`src/include/bobx_pkg.sv`:
```
/*
 Package for the byte-op and branch execution block: opcode layout,
 field positions, reset constants and the carrier struct shared by the files.
 Assumes a 14-bit instruction word and an 8-bit data path.
*/
package bobx_pkg;
   localparam int INSN_W   = 14;
   localparam int DATA_W   = 8;
   localparam int FADDR_W  = 7;
   localparam int PC_W     = 15;
   localparam int JUMP_W   = 11;
   localparam int LATCH_W  = 7;

   // Opcode fields
   localparam logic [5:0] OPC_DEC_SKIP = 6'h0B;
   localparam logic [5:0] OPC_INC_FILE = 6'h0A;
   localparam logic [5:0] OPC_INC_SKIP = 6'h0F;
   localparam logic [5:0] OPC_OR_LIT   = 6'h38;
   localparam logic [2:0] OPC_JUMP     = 3'h5;
   localparam int         OP6_HI       = 13;
   localparam int         OP6_LO       = 8;
   localparam int         OP3_LO       = 11;
   localparam int         DEST_BIT     = 7;
   localparam int         LATCH_HI     = 6;
   localparam int         LATCH_LO     = 3;
   localparam logic       DEST_ACC     = 1'b0;
   localparam logic       DEST_FILE    = 1'b1;

   localparam logic [DATA_W-1:0]  ACC_RST   = 8'h00;
   localparam logic [PC_W-1:0]    PC_RST    = 15'h0000;
   localparam logic [DATA_W-1:0]  ONE       = 8'h01;
   localparam logic [DATA_W-1:0]  ZERO      = 8'h00;

   typedef enum logic [2:0] {
      BOBX_OP_NONE, BOBX_OP_DEC_SKIP, BOBX_OP_INC_FILE,
      BOBX_OP_INC_SKIP, BOBX_OP_OR_LIT, BOBX_OP_JUMP
   } bobx_op_t;

   typedef struct packed {
      logic [DATA_W-1:0]  data;
      logic [FADDR_W-1:0] addr;
      logic               wr;
   } bobx_file_wr_t;
endpackage

```
`src/rtl/bobx_decode.sv`:
```
/*
 Instruction decoder: classifies a 14-bit word into one of the executed ops.
 Assumes the word is stable for the cycle in which it is presented.
*/
`timescale 1ns/1ps
module bobx_decode (
   input  wire logic [bobx_pkg::INSN_W-1:0] insn,
   output bobx_pkg::bobx_op_t               op
);
   wire logic [5:0] op6 = insn[bobx_pkg::OP6_HI:bobx_pkg::OP6_LO];
   wire logic [2:0] op3 = insn[bobx_pkg::OP6_HI:bobx_pkg::OP3_LO];

   assign op = (op3 == bobx_pkg::OPC_JUMP)     ? bobx_pkg::BOBX_OP_JUMP :
               (op6 == bobx_pkg::OPC_DEC_SKIP) ? bobx_pkg::BOBX_OP_DEC_SKIP :
               (op6 == bobx_pkg::OPC_INC_FILE) ? bobx_pkg::BOBX_OP_INC_FILE :
               (op6 == bobx_pkg::OPC_INC_SKIP) ? bobx_pkg::BOBX_OP_INC_SKIP :
               (op6 == bobx_pkg::OPC_OR_LIT)   ? bobx_pkg::BOBX_OP_OR_LIT :
                                                 bobx_pkg::BOBX_OP_NONE;
endmodule

```
`src/rtl/bobx_exec.sv`:
```
/*
 Execution unit for decrement/increment of a file register with optional
 skip on zero, OR of the accumulator with a literal, and the absolute jump.
 Assumes the file register data for the addressed location arrives
 combinationally on fileRdData in the cycle insnValid is high, and that
 the caller feeds the next instruction word after each accepted cycle.
*/
`timescale 1ns/1ps
module bobx_exec (
   input  wire logic                          clk_sys,
   input  wire logic                          rst,
   input  wire logic                          insnValid,
   input  wire logic [bobx_pkg::INSN_W-1:0]   insnWord,
   input  wire logic [bobx_pkg::DATA_W-1:0]   fileRdData,
   input  wire logic [bobx_pkg::LATCH_W-1:0]  latchHigh,
   output logic      [bobx_pkg::FADDR_W-1:0]  fileRdAddr,
   output bobx_pkg::bobx_file_wr_t            fileWr,
   output logic      [bobx_pkg::DATA_W-1:0]   accOut,
   output logic                               zeroFlag,
   output logic      [bobx_pkg::PC_W-1:0]     pcOut,
   output logic                               nopCycle,
   output logic                               busy
);
   bobx_pkg::bobx_op_t op;

   bobx_decode u_decode (
      .insn (insnWord),
      .op   (op)
   );

   logic [bobx_pkg::DATA_W-1:0]  acc_ff;
   logic                         zero_ff;
   logic [bobx_pkg::PC_W-1:0]    pc_ff;
   logic                         flush_ff;
   logic                         fileWe_ff;
   logic [bobx_pkg::DATA_W-1:0]  fileWd_ff;
   logic [bobx_pkg::FADDR_W-1:0] fileWa_ff;

   wire logic                         dest     = insnWord[bobx_pkg::DEST_BIT];
   wire logic [bobx_pkg::FADDR_W-1:0] fAddr    = insnWord[bobx_pkg::FADDR_W-1:0];
   wire logic [bobx_pkg::DATA_W-1:0]  literal  = insnWord[bobx_pkg::DATA_W-1:0];
   wire logic [bobx_pkg::JUMP_W-1:0]  jumpImm  = insnWord[bobx_pkg::JUMP_W-1:0];
   // Executing only when not inside the dead cycle of a skip or jump
   wire logic                         exec     = insnValid && !flush_ff;
   wire logic                         isDec    = (op == bobx_pkg::BOBX_OP_DEC_SKIP);
   wire logic                         isIncF   = (op == bobx_pkg::BOBX_OP_INC_FILE);
   wire logic                         isIncS   = (op == bobx_pkg::BOBX_OP_INC_SKIP);
   wire logic                         isOr     = (op == bobx_pkg::BOBX_OP_OR_LIT);
   wire logic                         isJump   = (op == bobx_pkg::BOBX_OP_JUMP);
   wire logic                         isFileOp = isDec || isIncF || isIncS;
   wire logic [bobx_pkg::DATA_W-1:0]  decRes   = fileRdData - bobx_pkg::ONE;
   wire logic [bobx_pkg::DATA_W-1:0]  incRes   = fileRdData + bobx_pkg::ONE;
   wire logic [bobx_pkg::DATA_W-1:0]  orRes    = acc_ff | literal;
   wire logic [bobx_pkg::DATA_W-1:0]  fileRes  = isDec ? decRes : incRes;
   wire logic                         resZero  = (fileRes == bobx_pkg::ZERO);
   // Skip only on a zero result; a nonzero result runs the next word
   wire logic                         doSkip   = exec && (isDec || isIncS) && resZero;
   wire logic [bobx_pkg::PC_W-1:0]    jumpPc   =
      {latchHigh[bobx_pkg::LATCH_HI:bobx_pkg::LATCH_LO], jumpImm};

   wire logic [bobx_pkg::DATA_W-1:0]  nxt_acc  =
      (exec && isOr) ? orRes :
      (exec && isFileOp && dest == bobx_pkg::DEST_ACC) ? fileRes :
      acc_ff;
   // Only the plain increment and the literal OR touch the zero flag
   wire logic                         nxt_zero =
      (exec && isIncF) ? (incRes == bobx_pkg::ZERO) :
      (exec && isOr)   ? (orRes == bobx_pkg::ZERO)  :
      zero_ff;
   wire logic [bobx_pkg::PC_W-1:0]    nxt_pc   =
      (exec && isJump) ? jumpPc :
      insnValid        ? pc_ff + 15'h0001 :
      pc_ff;
   wire logic                         nxt_flush = doSkip || (exec && isJump);
   wire logic                         nxt_fileWe =
      exec && isFileOp && dest == bobx_pkg::DEST_FILE;

   always_ff @(posedge clk_sys) begin
      if (rst) begin
         acc_ff  <= bobx_pkg::ACC_RST;
         zero_ff <= 1'b0;
         pc_ff   <= bobx_pkg::PC_RST;
      end else begin
         acc_ff  <= nxt_acc;
         zero_ff <= nxt_zero;
         pc_ff   <= nxt_pc;
      end
   end

   // Moves only on a presented word, so a dead cycle waits out idle gaps
   always_ff @(posedge clk_sys) begin
      if (rst) begin
         flush_ff <= 1'b0;
      end else if (insnValid) begin
         flush_ff <= nxt_flush;
      end
   end

   // Write port registered so the file sees a clean one-cycle strobe
   always_ff @(posedge clk_sys) begin
      if (rst) begin
         fileWe_ff <= 1'b0;
         fileWd_ff <= bobx_pkg::ZERO;
         fileWa_ff <= '0;
      end else begin
         fileWe_ff <= nxt_fileWe;
         fileWd_ff <= fileRes;
         fileWa_ff <= fAddr;
      end
   end

   always_comb begin
      fileRdAddr   = fAddr;
      fileWr.data  = fileWd_ff;
      fileWr.addr  = fileWa_ff;
      fileWr.wr    = fileWe_ff;
   end

   assign accOut   = acc_ff;
   assign zeroFlag = zero_ff;
   assign pcOut    = pc_ff;
   assign nopCycle = flush_ff;
   assign busy     = flush_ff;

   chk_dec_flags_kept: assert property (@(posedge clk_sys) disable iff (rst)
      (insnValid && !flush_ff && isDec) |=> $stable(zeroFlag))
      else $error("decrement-skip changed zero flag");
   chk_dec_skip_zero: assert property (@(posedge clk_sys) disable iff (rst)
      (insnValid && !flush_ff && isDec && fileRdData == 8'h01) |=> nopCycle)
      else $error("zero decrement did not skip");
   chk_jump_target: assert property (@(posedge clk_sys) disable iff (rst)
      (insnValid && !flush_ff && isJump) |=> pcOut[10:0] == $past(insnWord[10:0]))
      else $error("jump low bits wrong");
   chk_jump_high: assert property (@(posedge clk_sys) disable iff (rst)
      (insnValid && !flush_ff && isJump) |=> pcOut[14:11] == $past(latchHigh[6:3]))
      else $error("jump high bits wrong");
   chk_jump_two_cyc: assert property (@(posedge clk_sys) disable iff (rst)
      (insnValid && !flush_ff && isJump) ##1 insnValid |=> !nopCycle)
      else $error("jump not exactly two cycles");
   chk_inc_zero: assert property (@(posedge clk_sys) disable iff (rst)
      (insnValid && !flush_ff && isIncF) |=> zeroFlag == ($past(fileRdData) == 8'hFF))
      else $error("increment zero flag wrong");
   chk_incs_skip: assert property (@(posedge clk_sys) disable iff (rst)
      (insnValid && !flush_ff && isIncS) |=> nopCycle == ($past(fileRdData) == 8'hFF)
      && $stable(zeroFlag))
      else $error("increment-skip behaviour wrong");
   chk_or_result: assert property (@(posedge clk_sys) disable iff (rst)
      (insnValid && !flush_ff && isOr) |=> accOut == ($past(accOut) | $past(insnWord[7:0])))
      else $error("literal OR result wrong");
   chk_dest_file: assert property (@(posedge clk_sys) disable iff (rst)
      (insnValid && !flush_ff && isFileOp && insnWord[7]) |=> fileWr.wr && $stable(accOut))
      else $error("file destination not written");
   chk_noskip_one: assert property (@(posedge clk_sys) disable iff (rst)
      (insnValid && !flush_ff && isDec && fileRdData != 8'h01) |=> !nopCycle)
      else $error("nonzero skip result skipped");

   // Results are rebuilt from the sampled operands, not from internal sums
   chk_dest_acc: assert property (@(posedge clk_sys) disable iff (rst)
      (exec && isFileOp && dest == bobx_pkg::DEST_ACC)
      |=> !fileWr.wr)
      else $error("accumulator destination wrote file");
   chk_dec_value: assert property (@(posedge clk_sys) disable iff (rst)
      (exec && isDec && dest == bobx_pkg::DEST_ACC)
      |=> accOut == $past(fileRdData) - bobx_pkg::ONE)
      else $error("decrement-skip accumulator result wrong");
   chk_dec_wr_data: assert property (@(posedge clk_sys) disable iff (rst)
      (exec && isDec && dest == bobx_pkg::DEST_FILE)
      |=> fileWr.wr && fileWr.addr == $past(insnWord[bobx_pkg::FADDR_W-1:0])
      && fileWr.data == $past(fileRdData) - bobx_pkg::ONE)
      else $error("decrement-skip file write wrong");
   chk_nop_discard: assert property (@(posedge clk_sys) disable iff (rst)
      (insnValid && flush_ff)
      |=> $stable(accOut) && $stable(zeroFlag)
      && !fileWr.wr && !nopCycle)
      else $error("discarded word was executed");
   chk_nop_hold: assert property (@(posedge clk_sys) disable iff (rst)
      (!insnValid && nopCycle)
      |=> nopCycle)
      else $error("dead cycle lost while idle");
   chk_jump_flush: assert property (@(posedge clk_sys) disable iff (rst)
      (exec && isJump)
      |=> nopCycle && busy)
      else $error("jump did not take a dead cycle");
   chk_inc_value: assert property (@(posedge clk_sys) disable iff (rst)
      (exec && isIncF && dest == bobx_pkg::DEST_ACC)
      |=> accOut == $past(fileRdData) + bobx_pkg::ONE)
      else $error("increment accumulator result wrong");
   chk_incs_value: assert property (@(posedge clk_sys) disable iff (rst)
      (exec && isIncS && dest == bobx_pkg::DEST_FILE)
      |=> fileWr.wr && $stable(accOut)
      && fileWr.data == $past(fileRdData) + bobx_pkg::ONE)
      else $error("increment-skip file write wrong");
   chk_or_zero: assert property (@(posedge clk_sys) disable iff (rst)
      (exec && isOr)
      |=> zeroFlag == (accOut == bobx_pkg::ZERO) && !fileWr.wr)
      else $error("literal OR zero flag wrong");
   chk_incs_noskip: assert property (@(posedge clk_sys) disable iff (rst)
      (exec && isIncS && fileRdData != 8'hFF)
      |=> !nopCycle)
      else $error("nonzero increment-skip skipped");
   chk_pc_advance: assert property (@(posedge clk_sys) disable iff (rst)
      (insnValid && !(exec && isJump))
      |=> pcOut == $past(pcOut) + 15'h0001)
      else $error("program counter did not advance by one");
   chk_jump_state: assert property (@(posedge clk_sys) disable iff (rst)
      (exec && isJump)
      |=> $stable(accOut) && $stable(zeroFlag)
      && !fileWr.wr)
      else $error("jump changed data state");
   chk_inc_file_no_skip: assert property (@(posedge clk_sys) disable iff (rst)
      (exec && isIncF)
      |=> !nopCycle)
      else $error("plain increment skipped");
   chk_or_no_skip: assert property (@(posedge clk_sys) disable iff (rst)
      (exec && isOr)
      |=> !nopCycle)
      else $error("literal OR skipped");
endmodule

```
`config.mk`:
```
export PLATFORM = sky130hd
export DESIGN_NAME = bobx_exec
export DESIGN_NICKNAME = d
export VERILOG_FILES = /design/src/include/bobx_pkg.sv /design/src/rtl/bobx_decode.sv /design/src/rtl/bobx_exec.sv
export SDC_FILE = /design/constraint.sdc
export NUM_CORES = 1
export LEC_CHECK = 0
export BUFFER_PORTS_ARGS = -buffer_cell sky130_fd_sc_hd__buf_2
export CELL_PAD_IN_SITES_DETAIL_PLACEMENT = 0
export CELL_PAD_IN_SITES_GLOBAL_PLACEMENT = 1
export CORE_UTILIZATION = 33
export DETAILED_ROUTE_END_ITERATION = 12
export MAX_ROUTING_LAYER = met4
export PLACE_DENSITY_LB_ADDON = 0.1
export SLEW_MARGIN = 20
export SYNTH_ARGS = -nofsm -noshare
export SYNTH_HDL_FRONTEND = slang
export SYNTH_SLANG_ARGS = --single-unit
```
`constraint.sdc`:
```
create_clock -name clk_sys -period 2.1 [get_ports clk_sys]
set_input_delay 0.42 -clock clk_sys [delete_from_list [all_inputs] [get_ports clk_sys]]
set_output_delay 0.42 -clock clk_sys [all_outputs]
set_load 0.01 [all_outputs]
```
# Word-level counts from Yosys, hierarchy flattened
# Cells that the tools add are included.
# word_totals
reg_bits	41
inputBits	32
wordCells	54
# classes
addsub	3
n_reduce_logical	20
bitwise	2
n_eq_ne	10
mux	12
# ops
cell	count
$mux 15	2
$logic_not 8->1	3
$mux 8	3
$eq 6x4->1 const B	3
$add 15x1->15 const B	1
$mux 3	5
$eq 3x3->1 const B	3
$logic_and 1x1->1	9
$add 8x1->8 const B	1
$or 8x8->8	1
$sub 8x1->8 const B	1
$eq 3x2->1 const B	2
$eq 6x6->1 const B	1
$reduce_bool 2->1	3
$logic_or 1x1->1	4
$eq 3x1->1 const B	1
$mux 1	2
$logic_not 1->1	1
$not 1->1	1

# Logic depth before layout (Yosys ltp)
# Gate-level depths: netlist (run 1).
# logic_depth
depth_word	13
depth_mapped	8
ltp_nobuf	7

# Modules after synthesis
# A second synthesis (run 1) with hierarchy kept.
# unflattened
cells_unflattened	289
hier_area_um2	2406.1
# modules_own_cells
module	cells_each	instances	area_per_inst_um2
bobx_exec	282	1	2353.5
bobx_decode	7	1	52.6

# Worst setup path after synthesis (run 1)
# Ideal clock, no wire load.
# synth_path
path_type	input to register
startpoint	in fileRdData[0] in the netlist's numbering
endpoint	reg flush_ff (netlist: busy)
cell_stages	8
n_path_buf	1
slack_ps	-5
arrival_time_ps	2045
t_required_ps	2041
setup_time_ps	59
path_cell_list	buf_2 -> inv_1 -> ha_1 -> or3b_1 -> and4_1 -> a2111oi_2 -> and2_1 -> a41o_1
# synth_via
elab_chain_len	5
# synth_rtl
item	line_no	rtl
from (decl)	bobx_exec.sv:14	input wire logic [bobx_pkg::DATA_W-1:0] fileRdData,
$add 8x1->8 or $sub 8x1->8 (tied branches)	bobx_exec.sv:52, bobx_exec.sv:51	
$mux 8 *	bobx_exec.sv:54	wire logic [bobx_pkg::DATA_W-1:0] fileRes = isDec ? decRes : incRes;
$logic_not 8->1 *	bobx_exec.sv:55	wire logic resZero = (fileRes == bobx_pkg::ZERO);
$logic_and 1x1->1 *	bobx_exec.sv:57	wire logic doSkip = exec && (isDec || isIncS) && resZero;
$logic_or 1x1->1 *	bobx_exec.sv:74	wire logic nxt_flush = doSkip || (exec && isJump);
to (signal assigned)	bobx_exec.sv:95	flush_ff <= nxt_flush;
to (decl)	bobx_exec.sv:34	logic flush_ff;
# Every way passes the cells marked *; elsewhere a longest branch is shown, timed or not.
# A chain may end at the register's enable or synchronous reset.

# Worst setup path in the final report (run 1)
# layout_path
startpoint	in fileRdData[1] in the netlist's numbering
endpoint	reg flush_ff (netlist: busy)
# The elaborated chain is that of the path after synthesis.

==> Implementation_results.wiki, run 1 <==
{| class="wikitable"
! Metric !! Value
|-
| Outcome || finished, final reports clean
|-
| Clock edge transition at the registers on the reported setup and hold paths || 80 ps
|-
| Share of Yosys cell area claimed by the top area cell type || 33.2%
|-
| Initial core utilization || 34.1%
|-
| Post-route non-filler standard cell count || 474
|-
| Iter 0 DRT Violations || 102
|-
| Critical path data arrival time || about 2100 ps
|-
| CTS Buffer Depth || 2
|-
| Via count of the first global-routing pass || 2165
|-
| Cell accounting for the most synthesized area || dfxtp_1
|-
| Worst IR Drop VDD || 0.000267 V
|-
| Number of antenna violations at the first check in global routing || 0
|-
| Max Clk Rate || 0.532 GHz
|-
| Final setup vio count || 0
|-
| Count of warnings emitted by yosys || 0
|-
| Number of storage elements in the synthesis netlist || 41
|-
| Proportion of layout cells with a drive suffix above 1 || about 33%
|-
| Maximum net fanout on the critical path || 6
|-
| Fin. max-slew vios || 0
|-
| Final Total Pwr || around 1.8 mW
|-
| Static leakage || 1.36 nW
|-
| Crit path kind || in2reg
|-
| Die Span X || 88.6 µm
|-
| Total GRT Usage || about a fifth
|-
| Pre-Repair DR Iteration Count || 4
|-
| GRT Residual Overflow || 0
|-
| Setup repair after global routing missed its margin || false
|-
| Routed vias || 2482
|-
| Routability cong. || 0.813
|-
| Number of enable flip-flop cells after synthesis || 0
|-
| Number of clock sinks seen by CTS || 41
|-
| Transition time at the pin with the least slew margin || 514 ps
|-
| Relative slew slack || 65.8%
|-
| Die height || roughly 90 µm
|-
| Global-route wire length before repair || 11100 µm
|-
| Clock period minus worst slack || 1880 ps
|-
| Max capacitance violation total || 0
|-
| Worst hold slack || 417 ps
|-
| Site row count || 31
|-
| Ranking of synthesized cells by area || dfxtp_1 (33%), nor2_1 (3.8%), a221oi_1 (3.5%)
|-
| Library cells used by synthesis || a little over 60
|-
| Area growth from synthesis to layout || 27.5%
|-
| Most frequently used flop master after synthesis || dfxtp_1
|-
| Worst hold path type || in2reg
|-
| Per-instance average area after synthesis || between 8 and 9 µm²
|-
| Number of buffers added to fix hold violations after cts || 0
|-
| Number of levels the H-tree was split into || 2
|-
| I/O pin count || 81
|-
| Power per cell area || 568 nW/µm²
|-
| Required time of the critical path || 2330 ps
|-
| Number of routed nets with antenna violations || 0
|-
| Placed Instances || 466
|-
| Maximum number of pins on one net before global-route repair || 31
|-
| Cells after Synth || 293
|-
| Setup slack of the most critical reg-to-reg path || 240 ps
|-
| Async SR Flop Fraction || 0%
|-
| Filler cells || 786
|-
| Synthesized Nets || ~330
|-
| Core box area || ~7300 µm²
|-
| TritonCTS clock tree || built
|-
| Final Hold Viols || 0
|-
| Average wire length per cell after detail routing || 15.1 µm
|-
| Estimated wirelength of the detail-placed design || between 5000 and 6000 µm
|-
| Detailed Route WL || a little over 7000 µm
|-
| Crit share post-route || 89.5%
|-
| Post-detailed-route via-to-cell ratio || 5.24
|-
| CTS Root Cell || clkbuf_8
|-
| Sequential cell area fraction in the yosys report || 33.2%
|-
| Setup repair bufs after CTS || 0
|-
| Drc violations || 0
|-
| Number of buffers inserted during clock tree synthesis || 5
|-
| CTS resizes || 0
|-
| Worst clock skew || 11.2 ps
|-
| Sort of element at the end of the critical path || flop
|-
| Post-Route Utilization || 43.5%
|-
| NumNets Final || 410
|-
| Count of buffers from port buffering || 77
|-
| Worst-skew pair later-pin latency || about 290 ps
|-
| Cell Area, Synth || 2470 µm²
|-
| Die ar. || approximately 7800 µm²
|-
| Antenna Diode Count || 0
|-
| Startpoint type of the worst setup path || input pin
|}
==> power breakdown <==
part | internal [mW] | switching, mW | total [mW]
Combinational | 0.127 | 0.172 | 0.299
Clock | 0.388 | 0.281 | 0.669
Sequential | 0.806 | 0.0166 | 0.823
==> layout by cell type (no fill, tap or decap), types with 7 or more instances in the layout <==
cell       n
a21oi_1   11
o21ai_0   14
nor3_1    10
inv_1     14
nor2_1    25
buf_2     77
a211oi_1   9
nand2_1   10
buf_4     26
nand3_1    8
dfxtp_1   41
nor2b_1    9
o21ai_1    7
a221oi_1  10
==> per-stage QoR <==
step	cell area [µm²]	worst slack, ps	setup TNS [ps]
global route	3150	79.1	0
floorplan	2490	28.1	0
global placement	3040	-51.4	-82.0
detailed placement	3040	-63.4	-108
finish	3150	219	0
CTS	3150	231	0
==> flip-flops by register name (all words and copies together) (netlist names) <==
signal and flops:
zeroFlag 1, fileWe_ff 1, accOut 8, fileWd_ff 8
fileWa_ff 7, busy 1, pcOut 15
==> per-layer routing <==
| layer | part of all wire [%] | vias up | global-route usage, % | wire length (µm) |
|---|---|---|---|---|
| met5 | 0 | - | - | 0 |
| met4 | 0.39 | 0 | 3.96 | 28 |
| met3 | 4.5 | 4 | 2.99 | 321 |
| met2 | 44 | 77 | 27.9 | 3140 |
| met1 | 51 | 1156 | 27.5 | 3640 |
| li1 | - | 1245 | - | - |
==> cell usage after synthesis (all sizes together), types with 3 or more instances <==
| cell type | n |
|---|---|
| a211oi | 9 |
| a21oi | 11 |
| a221oi | 10 |
| a311oi | 3 |
| and3 | 3 |
| and4 | 4 |
| buf | 18 |
| clkbuf | 11 |
| dfxtp | 41 |
| ha | 4 |
| inv | 14 |
| mux2i | 3 |
| nand2 | 11 |
| nand2b | 3 |
| nand3 | 8 |
| nand3b | 3 |
| nand4 | 4 |
| nor2 | 25 |
| nor2b | 9 |
| nor3 | 10 |
| nor4 | 8 |
| o2111ai | 3 |
| o21a | 5 |
| o21ai | 21 |
| or3 | 6 |
| or4 | 3 |
| xnor2 | 3 |
| xor2 | 5 |
==> worst max-delay path: stages <==
cell,delay [ps]
buf_2,140
inv_1,60
ha_1,150
or3b_1,410
and4_1,250
a2111oi_4,330
and2_1,180
a41o_1,170
==> cells by family (layout without fill, tap and decap cells) <==
logic type               count (synthesis)  after routing  share of synthesized area, %
AO/OA/AOI/OAI                           83             83                          24.2
XOR/XNOR                                 8              8                          2.83
adder cells (fa/ha/maj)                  4              4                          2.02
buffers and inverters                   43            125                          8.35
flip-flops                              41             41                          33.2
multiplexers                             5              5                          2.12
AND/OR/NAND/NOR                        109            109                          27.3
==> path summary, 6_finish.rpt <==
kind                       from      endpoint  cells after the start
hold / removal      insnWord[5]  fileWa_ff[5]                      2
setup / recovery  fileRdData[1]          busy                      8
hold reg to reg       accOut[3]     accOut[3]                      2
setup reg to reg           busy     pcOut[14]                      6
==> layout make-up <==
| class | count | area, µm² | area share, % |
|---|---|---|---|
| Multi-Input combinational cell | 209 | 1460 | 46.3 |
| Clock buffer | 7 | 86.3 | 2.74 |
| Tap cell | 99 | 124 | 3.93 |
| Sequential cell | 41 | 821 | 26.0 |
| Timing Repair Buffer | 103 | 581 | 18.4 |
| Inverter | 14 | 52.6 | 1.67 |
| Clock inverter | 1 | 30.0 | 0.952 |
(Power assumes the default switching activity.)
==> run 2, diff against run 1 <==
--- a/config.mk
+++ b/config.mk
@@ -5,10 +5,12 @@
 export SDC_FILE = /design/constraint.sdc
 export NUM_CORES = 1
 export LEC_CHECK = 0
+export ABC_AREA = 1
 export BUFFER_PORTS_ARGS = -buffer_cell sky130_fd_sc_hd__buf_2
+export CAP_MARGIN = 20
 export CELL_PAD_IN_SITES_DETAIL_PLACEMENT = 0
 export CELL_PAD_IN_SITES_GLOBAL_PLACEMENT = 1
-export CORE_UTILIZATION = 33
+export CORE_UTILIZATION = 32
 export DETAILED_ROUTE_END_ITERATION = 12
 export MAX_ROUTING_LAYER = met4
 export PLACE_DENSITY_LB_ADDON = 0.1
==> run 2 against run 1 <==
Compared with the run above: total power decreased by 8.1%; critical path type is now reg2reg; synthesized area increased by 6.1%; sequential power about the same; clock-buffer cell count decreased by 1; flip-flop and latch count unchanged; synthesized cell count increased by 34%; critical endpoint is now pcOut[12]; sequential share of layout area increased by 0.21 points; first-iteration DRC count decreased by 16%; register-to-register slack improved by 240 ps.
==> Implementation_results.wiki, run 2 <==
{| class="wikitable"
! Metric !! Value
|-
| Crit path kind || reg2reg
|-
| Launch point of the worst reg-to-reg path || pcOut[1]
|-
| Total GRT Usage || 19.1% (+0.038 points)
|-
| Top metal layer carrying routed signals || met4
|-
| Iter 0 DRT Violations || 86 (-16%)
|-
| Async SR Flop Fraction || 0% (unchanged)
|-
| Maximum net fanout on the critical path || 4 (-2)
|-
| Mux share of post-synthesis cell area || 0% (-2.1 points)
|-
| Relative slew slack || 78.9% (+13 points)
|-
| Max capacitance violation total || 0 (unchanged)
|-
| Worst reg2reg path endpoint || pcOut[12]
|-
| Antenna Diode Count || 0 (unchanged)
|-
| Fraction of synthesized cell area in xor and xnor cells || 2.34% (-0.50 points)
|-
| Worst hold path type || in2reg
|-
| Most frequently used flop master after synthesis || dfxtp_1
|-
| Clock edge transition at the registers on the reported setup and hold paths || 80 ps (about the same)
|-
| Proportion of layout cells with a drive suffix above 1 || 27.2% (-6.2 points)
|-
| Global-route wire length before repair || 12400 µm (+12%)
|-
| Cell Area, Synth || 2630 µm² (+6.1%)
|-
| Post-Route Utilization || 39.9% (-3.6 points)
|-
| Critical path data arrival time || 1810 ps (-300 ps)
|-
| Hold Path Stages || 3 (+1)
|-
| Number of enable flip-flop cells after synthesis || 0 (unchanged)
|-
| Max Clk Rate || 0.616 GHz (+16%)
|-
| Routed vias || 2629 (+5.9%)
|-
| Worst-skew pair later-pin latency || 300 ps (about the same)
|-
| Dominant combinational cell family by area after synthesis || simple AND/OR/NAND/NOR gates
|-
| Cell accounting for the most synthesized area || dfxtp_1
|-
| Count of buffers from port buffering || 77 (unchanged)
|-
| Number of antenna violations at the first check in global routing || 0 (unchanged)
|-
| Sort of element at the end of the critical path || flop
|-
| Routed length on met1 || 3530 µm (-3.1%)
|-
| CTS Buffer Depth || 2 (unchanged)
|-
| Transition time at the pin with the least slew margin || 313 ps (-201 ps)
|-
| Share of Yosys cell area claimed by the top area cell type || 31.3% (-1.9 points)
|-
| Pre-Repair DR Iteration Count || 4 (unchanged)
|-
| Final Hold Viols || 0 (unchanged)
|-
| GRT Residual Overflow || 0 (unchanged)
|-
| Initial core utilization || 33.5% (-0.65 points)
|-
| Maximum number of pins on one net before global-route repair || 24 (-23%)
|-
| Count of warnings emitted by yosys || 0 (unchanged)
|-
| Area share of fa/ha/maj cells after synthesis || 1.91% (-0.12 points)
|-
| Average wire length per cell after detail routing || 13.2 µm (-12%)
|-
| Simple-gate area share of the yosys netlist || 37.9% (+11 points)
|-
| Startpoint type of the worst setup path || flop
|-
| I/O pin count || 81 (unchanged)
|-
| Setup repair bufs after CTS || 0 (unchanged)
|-
| Worst IR Drop VDD || 0.000320 V (+20%)
|-
| CTS resizes || 0 (unchanged)
|-
| Fin. max-slew vios || 0 (unchanged)
|-
| Site row count || 32 (+3.2%)
|-
| Setup TNS || 0 ps (unchanged)
|-
| End point of the worst hold path || fileWa_ff[0]
|-
| Number of buffers inserted during clock tree synthesis || 5 (unchanged)
|-
| Estimated wirelength of the detail-placed design || 5730 µm (+6.9%)
|-
| Static leakage || 1.53 nW (+12%)
|-
| Commonest non-fill, non-tap cells in the layout || nand2_1 (94), buf_2 (77), nor2_1 (46)
|-
| Die Span X || 92.6 µm (+4.5%)
|-
| Setup repair after global routing missed its margin || false
|-
| Core box area || 7850 µm² (+8.2%)
|-
| Beginning of the worst hold path || insnWord[0]
|-
| Library cells used by synthesis || 39 (-36%)
|-
| Area growth from synthesis to layout || 19.2%
|-
| Cells after Synth || 392 (+34%)
|-
| Via count of the first global-routing pass || 2603 (+20%)
|-
| Drc violations || 0 (unchanged)
|-
| CP peak stage delay || 380 ps (-30 ps)
|-
| Total met2 wirelength after detailed routing || 3600 µm (+15%)
|-
| Detailed Route WL || 7500 µm (+5.1%)
|-
| Number of storage elements in the synthesis netlist || 41 (unchanged)
|-
| Routed wl met3 || 301 µm (-6.2%)
|-
| Number of clock sinks seen by CTS || 41 (unchanged)
|-
| Critical path's slowest cell || dfxtp_1
|-
| Clock period minus worst slack || 1620 ps (-257 ps)
|-
| Required time of the critical path || 2280 ps (-50 ps)
|-
| Top-count cell post-synth || nand2_1
|-
| CTS Root Cell || clkbuf_8
|-
| Post-detailed-route via-to-cell ratio || 4.64 (-11%)
|-
| Most common library cell in the layout ignoring fill and taps || nand2_1
|-
| Ranking of synthesized cells by area || dfxtp_1 (31%), nand2_1 (13%), nor2_1 (6.6%)
|-
| Per-instance average area after synthesis || 6.70 µm² (-21%)
|-
| Crit share post-route || 77.3% (-12 points)
|-
| Die height || 92.6 µm (+4.5%)
|-
| Outcome || finished, final reports clean
|-
| Routability cong. || 0.808 (-0.59%)
|-
| Die ar. || 8570 µm² (+9.2%)
|-
| Worst clock skew || 2.51 ps (-8.73 ps)
|-
| Flip-flop count of the largest register, all copies and words added || 15 (unchanged)
|-
| Most common cell type on the critical path || nand2_1
|-
| NumNets Final || 499 (+22%)
|-
| Setup slack of the most critical reg-to-reg path || 480 ps (+240 ps)
|-
| Power per cell area || 526 nW/µm² (-7.3%)
|-
| Worst Reg2Reg Path Length in Cells || 10 (+4)
|-
| Number of routed nets with antenna violations || 0 (unchanged)
|-
| Compound-Gate Fraction of Synth Area || 14.6% (-9.6 points)
|-
| Sequential cell area fraction in the yosys report || 31.3% (-1.9 points)
|-
| Cells along the critical path || ha_1, nand3_1, inv_1, nand2_1, nor2_1, nand2_1, nand2_1, nand3_1, o211ai_1, a21oi_1
|-
| Number of buffers added to fix hold violations after cts || 0 (unchanged)
|-
| TritonCTS clock tree || built
|-
| Number of levels the H-tree was split into || 2 (unchanged)
|-
| Final setup vio count || 0 (unchanged)
|-
| Synthesized Nets || 428 (+30%)
|-
| List of most frequent post-synthesis cells || nand2_1 (94), nor2_1 (46), dfxtp_1 (41)
|}
==> run 2: layout make-up <==
type                       count  area (µm²)
clock buffer                   6        72.6
clock inverter                 2        10.0
fill                         933        4720
inverter                      46         176
multi-input combinational    286        1490
sequential                    41         821
tap                          102         128
timing repair buffer          83         430
==> run 2: metrics by stage <==
stage | area (µm²) | power [mW] | hold slack [ps] | cells | setup slack (ps)
after floorplan | 2630 | 1.03 | 490 | 392 | 547
after global placement | 3050 | 1.15 | 464 | 558 | 188
after detailed placement | 3050 | 1.15 | 466 | 558 | 165
after CTS | 3130 | 1.68 | 371 | 566 | 458
after global routing | 3130 | 1.75 | 380 | 566 | 198
final | 3130 | 1.65 | 372 | 566 | 476
==> run 2: worst max-delay path: cells and delay by family, from the launching register on <==
kind / cells / cell delay (ps)
simple gates: 6 / 660
flops: 1 / 380
fa+ha+maj: 1 / 200
compound gates: 2 / 170
buf+inv: 1 / 90
==> run 2: how the worst max path moves through the flow <==
stage / start / end / slack (ps) / cells past startpoint
CTS: pcOut[1] / pcOut[12] / 460 / 10
finish: pcOut[1] / pcOut[12] / 480 / 10
detailed placement: fileRdData[0] / busy / 170 / 13
global placement: fileRdData[0] / busy / 190 / 13
global route: fileRdData[0] / accOut[6] / 200 / 13
floorplan: fileRdData[0] / accOut[6] / 550 / 12
==> run 2: per-layer routing <==
metal	GRT usage [%]	vias to the layer above
li1	-	1400
met1	23.3	1174
met2	33.0	47
met3	2.96	8
met4	4.30	0
met5	-	-
==> run 2: logic make-up (layout without fill, tap and decap cells) <==
kind of cell | after synthesis | after routing
AOI/OAI and AO/OA | 67 | 67
and+or+nand+nor | 208 | 208
xor gates and xnor gates | 7 | 7
adders and majority gates | 4 | 4
buffers and inverters | 65 | 137
DFF | 41 | 41
==> run 2: power by group <==
group	internal [mW]	leakage, nW	switching [mW]
combinational	0.112	1.15	0.194
clock	0.231	0.0450	0.284
sequential	0.806	0.336	0.0184
total	1.15	1.53	0.497
==> run 3, diff against run 2 <==
==> constraint.sdc (replaced) <==
create_clock -name clk_sys -period 1.45 [get_ports clk_sys]
set_input_delay 0.29 -clock clk_sys [delete_from_list [all_inputs] [get_ports clk_sys]]
set_output_delay 0.29 -clock clk_sys [all_outputs]
set_load 0.01 [all_outputs]
==> run 3 against run 2 <==
Compared with the run above: critical path depth is 3 lower; register-to-register slack worse by 390 ps; non-clock buffer count grew 58; sequential share of layout area decreased by 3.6 points; die area unchanged; utilization grew 7.1 points; flip-flop and latch count did not move; combinational power is 83% higher; clock skew barely moved; setup slack worse by 390 ps; clock power up 53%.
==> Implementation_results.wiki, run 3 (synthesis results as in run 2) <==
{| class="wikitable"
! Metric !! Value
|-
| Outcome || finished, final reports clean
|-
| Crit share post-route || 93.9% (+17 points)
|-
| Net Switching || 0.786 mW (+58%)
|-
| Worst hold path type || in2reg
|-
| Power per cell area || 691 nW/µm² (+31%)
|-
| Relative slew slack || 80.7% (+1.7 points)
|-
| CTS Root Cell || clkbuf_8
|-
| Flip-flop count of the largest register, all copies and words added || 15 (unchanged)
|-
| Die Span X || 92.6 µm (unchanged)
|-
| GRT Residual Overflow || 0 (unchanged)
|-
| Sequential power share || 47.0% (-3.1 points)
|-
| Initial core utilization || 33.5% (unchanged)
|-
| Bufs and invs on worst path || 0 (-1)
|-
| Fin. max-slew vios || 0 (unchanged)
|-
| Proportion of layout cells with a drive suffix above 1 || 40.2% (+13 points)
|-
| Worst reg2reg path endpoint || pcOut[11]
|-
| Setup repair after global routing missed its margin || true
|-
| Detailed Route WL || 7880 µm (+5.1%)
|-
| Number of buffers added to fix hold violations after cts || 0 (unchanged)
|-
| NumNets Final || 557 (+12%)
|-
| Placed Instances || 616 (+10%)
|-
| Logic pwr share || 22.0% (+3.4 points)
|-
| Iter 0 DRT Violations || 61 (-29%)
|-
| Commonest non-fill, non-tap cells in the layout || nand2_1 (91), buf_2 (77), buf_4 (63)
|-
| Worst IR Drop VDD || 0.000414 V (+29%)
|-
| Estimated wirelength of the detail-placed design || 6060 µm (+5.8%)
|-
| Setup slack of the most critical reg-to-reg path || 90 ps (-390 ps)
|-
| Number of clock sinks seen by CTS || 41 (unchanged)
|-
| Most common library cell in the layout ignoring fill and taps || nand2_1
|-
| Worst hold slack || 250 ps (-122 ps)
|-
| Pre-Repair DR Iteration Count || 4 (unchanged)
|-
| Number of buffers inserted during clock tree synthesis || 5 (unchanged)
|-
| Core box area || 7850 µm² (unchanged)
|-
| Number of routed nets with antenna violations || 0 (unchanged)
|-
| Clock group share of total power || 31.0% (-0.3 points)
|-
| Switching share of total power || 30.9% (+0.68 points)
|-
| Transition time at the pin with the least slew margin || 287 ps (-25.4 ps)
|-
| Total GRT Usage || 19.9% (+0.80 points)
|-
| Die height || 92.6 µm (unchanged)
|-
| Clock edge transition at the registers on the reported setup and hold paths || 90 ps (about the same)
|-
| I/O pin count || 81 (unchanged)
|-
| Maximum net fanout on the critical path || 5 (+1)
|-
| Drc violations || 0 (unchanged)
|-
| Required time of the critical path || 1690 ps (-590 ps)
|-
| Final setup vio count || 0 (unchanged)
|-
| Max Clk Rate || 0.734 GHz (+19%)
|-
| Worst Reg2Reg Path Length in Cells || 7 (-3)
|-
| Beginning of the worst hold path || insnWord[6]
|-
| Launch point of the worst reg-to-reg path || pcOut[2]
|-
| End point of the worst hold path || fileWa_ff[6]
|-
| CTS Buffer Depth || 2 (unchanged)
|-
| CP peak stage delay || 380 ps (about the same)
|-
| Area growth from synthesis to layout || 40.4%
|-
| Critical path's slowest cell || dfxtp_2
|-
| Cells along the critical path || nand2_2, nor2_4, nand3_2, or2_2, nand3_1, o211ai_1, a21oi_1
|-
| P_int || 1.76 mW (+53%)
|-
| Number of antenna violations at the first check in global routing || 0 (unchanged)
|-
| Setup TNS || 0 ps (unchanged)
|-
| Routed vias || 2890 (+9.9%)
|-
| Final Total Pwr || 2.55 mW (+55%)
|-
| Post-route non-filler standard cell count || 624 (+10%)
|-
| Post-detailed-route via-to-cell ratio || 4.63 (-0.29%)
|-
| Worst-skew pair later-pin latency || 300 ps (about the same)
|-
| Largest delay contributor family on the critical path || simple AND/OR/NAND/NOR gates
|-
| Number of levels the H-tree was split into || 2 (unchanged)
|-
| Max capacitance violation total || 0 (unchanged)
|-
| Die ar. || 8570 µm² (unchanged)
|-
| Via count of the first global-routing pass || 2701 (+3.8%)
|-
| Filler cells || 864 (-7.4%)
|-
| Global-route wire length before repair || 13000 µm (+4.8%)
|-
| TritonCTS clock tree || built
|-
| Final Hold Viols || 0 (unchanged)
|-
| Static leakage || 1.84 nW (+20%)
|-
| Antenna Diode Count || 0 (unchanged)
|-
| Hold Path Stages || 3 (unchanged)
|-
| Critical path data arrival time || 1600 ps (-210 ps)
|-
| Maximum number of pins on one net before global-route repair || 21 (-13%)
|-
| Crit path kind || reg2reg
|-
| Routability cong. || 0.802 (-0.80%)
|-
| Startpoint type of the worst setup path || flop
|-
| Sort of element at the end of the critical path || flop
|-
| Design Area, Final || 3690 µm² (+18%)
|-
| Site row count || 32 (unchanged)
|-
| Clock period minus worst slack || 1360 ps (-262 ps)
|-
| Count of buffers from port buffering || 77 (unchanged)
|-
| Worst clock skew || 2.04 ps (-0.471 ps)
|-
| Area after DPL || 3500 µm² (+15%)
|-
| Average wire length per cell after detail routing || 12.6 µm (-4.6%)
|}
-- run 3: changes by cell type in the layout (fill, tap and decap cells not counted), moves of 4 or more --
cell	before	now
nor2_1	46	39
nand3_1	29	25
nor2_2	3	7
dfxtp_2	0	7
buf_4	6	63
dfxtp_1	41	33
-- run 3: area by class of cell --
class | instances | area (µm²) | area share, %
flip-flops and latches | 41 | 833 | 22.6
multi-input cells | 286 | 1580 | 42.9
inverters | 46 | 176 | 4.79
clock buffers | 5 | 68.8 | 1.87
well taps | 102 | 128 | 3.46
clock inverters | 3 | 21.3 | 0.577
repair buffers | 141 | 878 | 23.8
-- run 3: worst max-delay path by stage --
stage	from	to	slack, ps	cells after the start
CTS	pcOut[1]	pcOut[8]	10	8
finish	pcOut[2]	pcOut[11]	90	7
detailed placement	fileRdData[0]	busy	-240	13
global placement	fileRdData[0]	busy	-180	13
global route	pcOut[2]	pcOut[9]	-8	8
floorplan	pcOut[1]	pcOut[8]	-0.2	8
-- run 3: per-layer routing --
layer  track usage [%]  part of all wire, %  vias up
met5                 -                    0        -
met4              3.91                 0.58        0
met3              2.71                  3.2        4
met2              34.1                   49       63
met1              24.9                   47     1303
li1                  -                    -     1520
-- run 3: repair_timing --
item	CTS	global route
gates cloned	0	0
pin swaps	0	1
hold endpoints to repair	0	0
setup endpoints to repair	5	11
resized for setup	5	26
setup buffers	0	0
-- run 3: power groups by stage --
stage	clock network [mW]	registers, mW	logic [mW]
CTS	0.808	1.19	0.559
detailed placement	0	1.22	0.554
finish	0.790	1.20	0.560
global route	0.856	1.20	0.624
global placement	0	1.22	0.554
floorplan	0	1.24	0.258
-- run 3: worst min-delay path, cell delays in order --
cell and delay (ps):
buf_2 140, inv_1 50, nor2_1 30
-- run 3: through the flow --
step	util, %	setup slack (ps)
floorplan	-	-0.215
global placement	44.5	-175
detailed placement	44.5	-239
CTS	45.9	14.2
global route	47.0	-8.02
finish	47.0	88.5
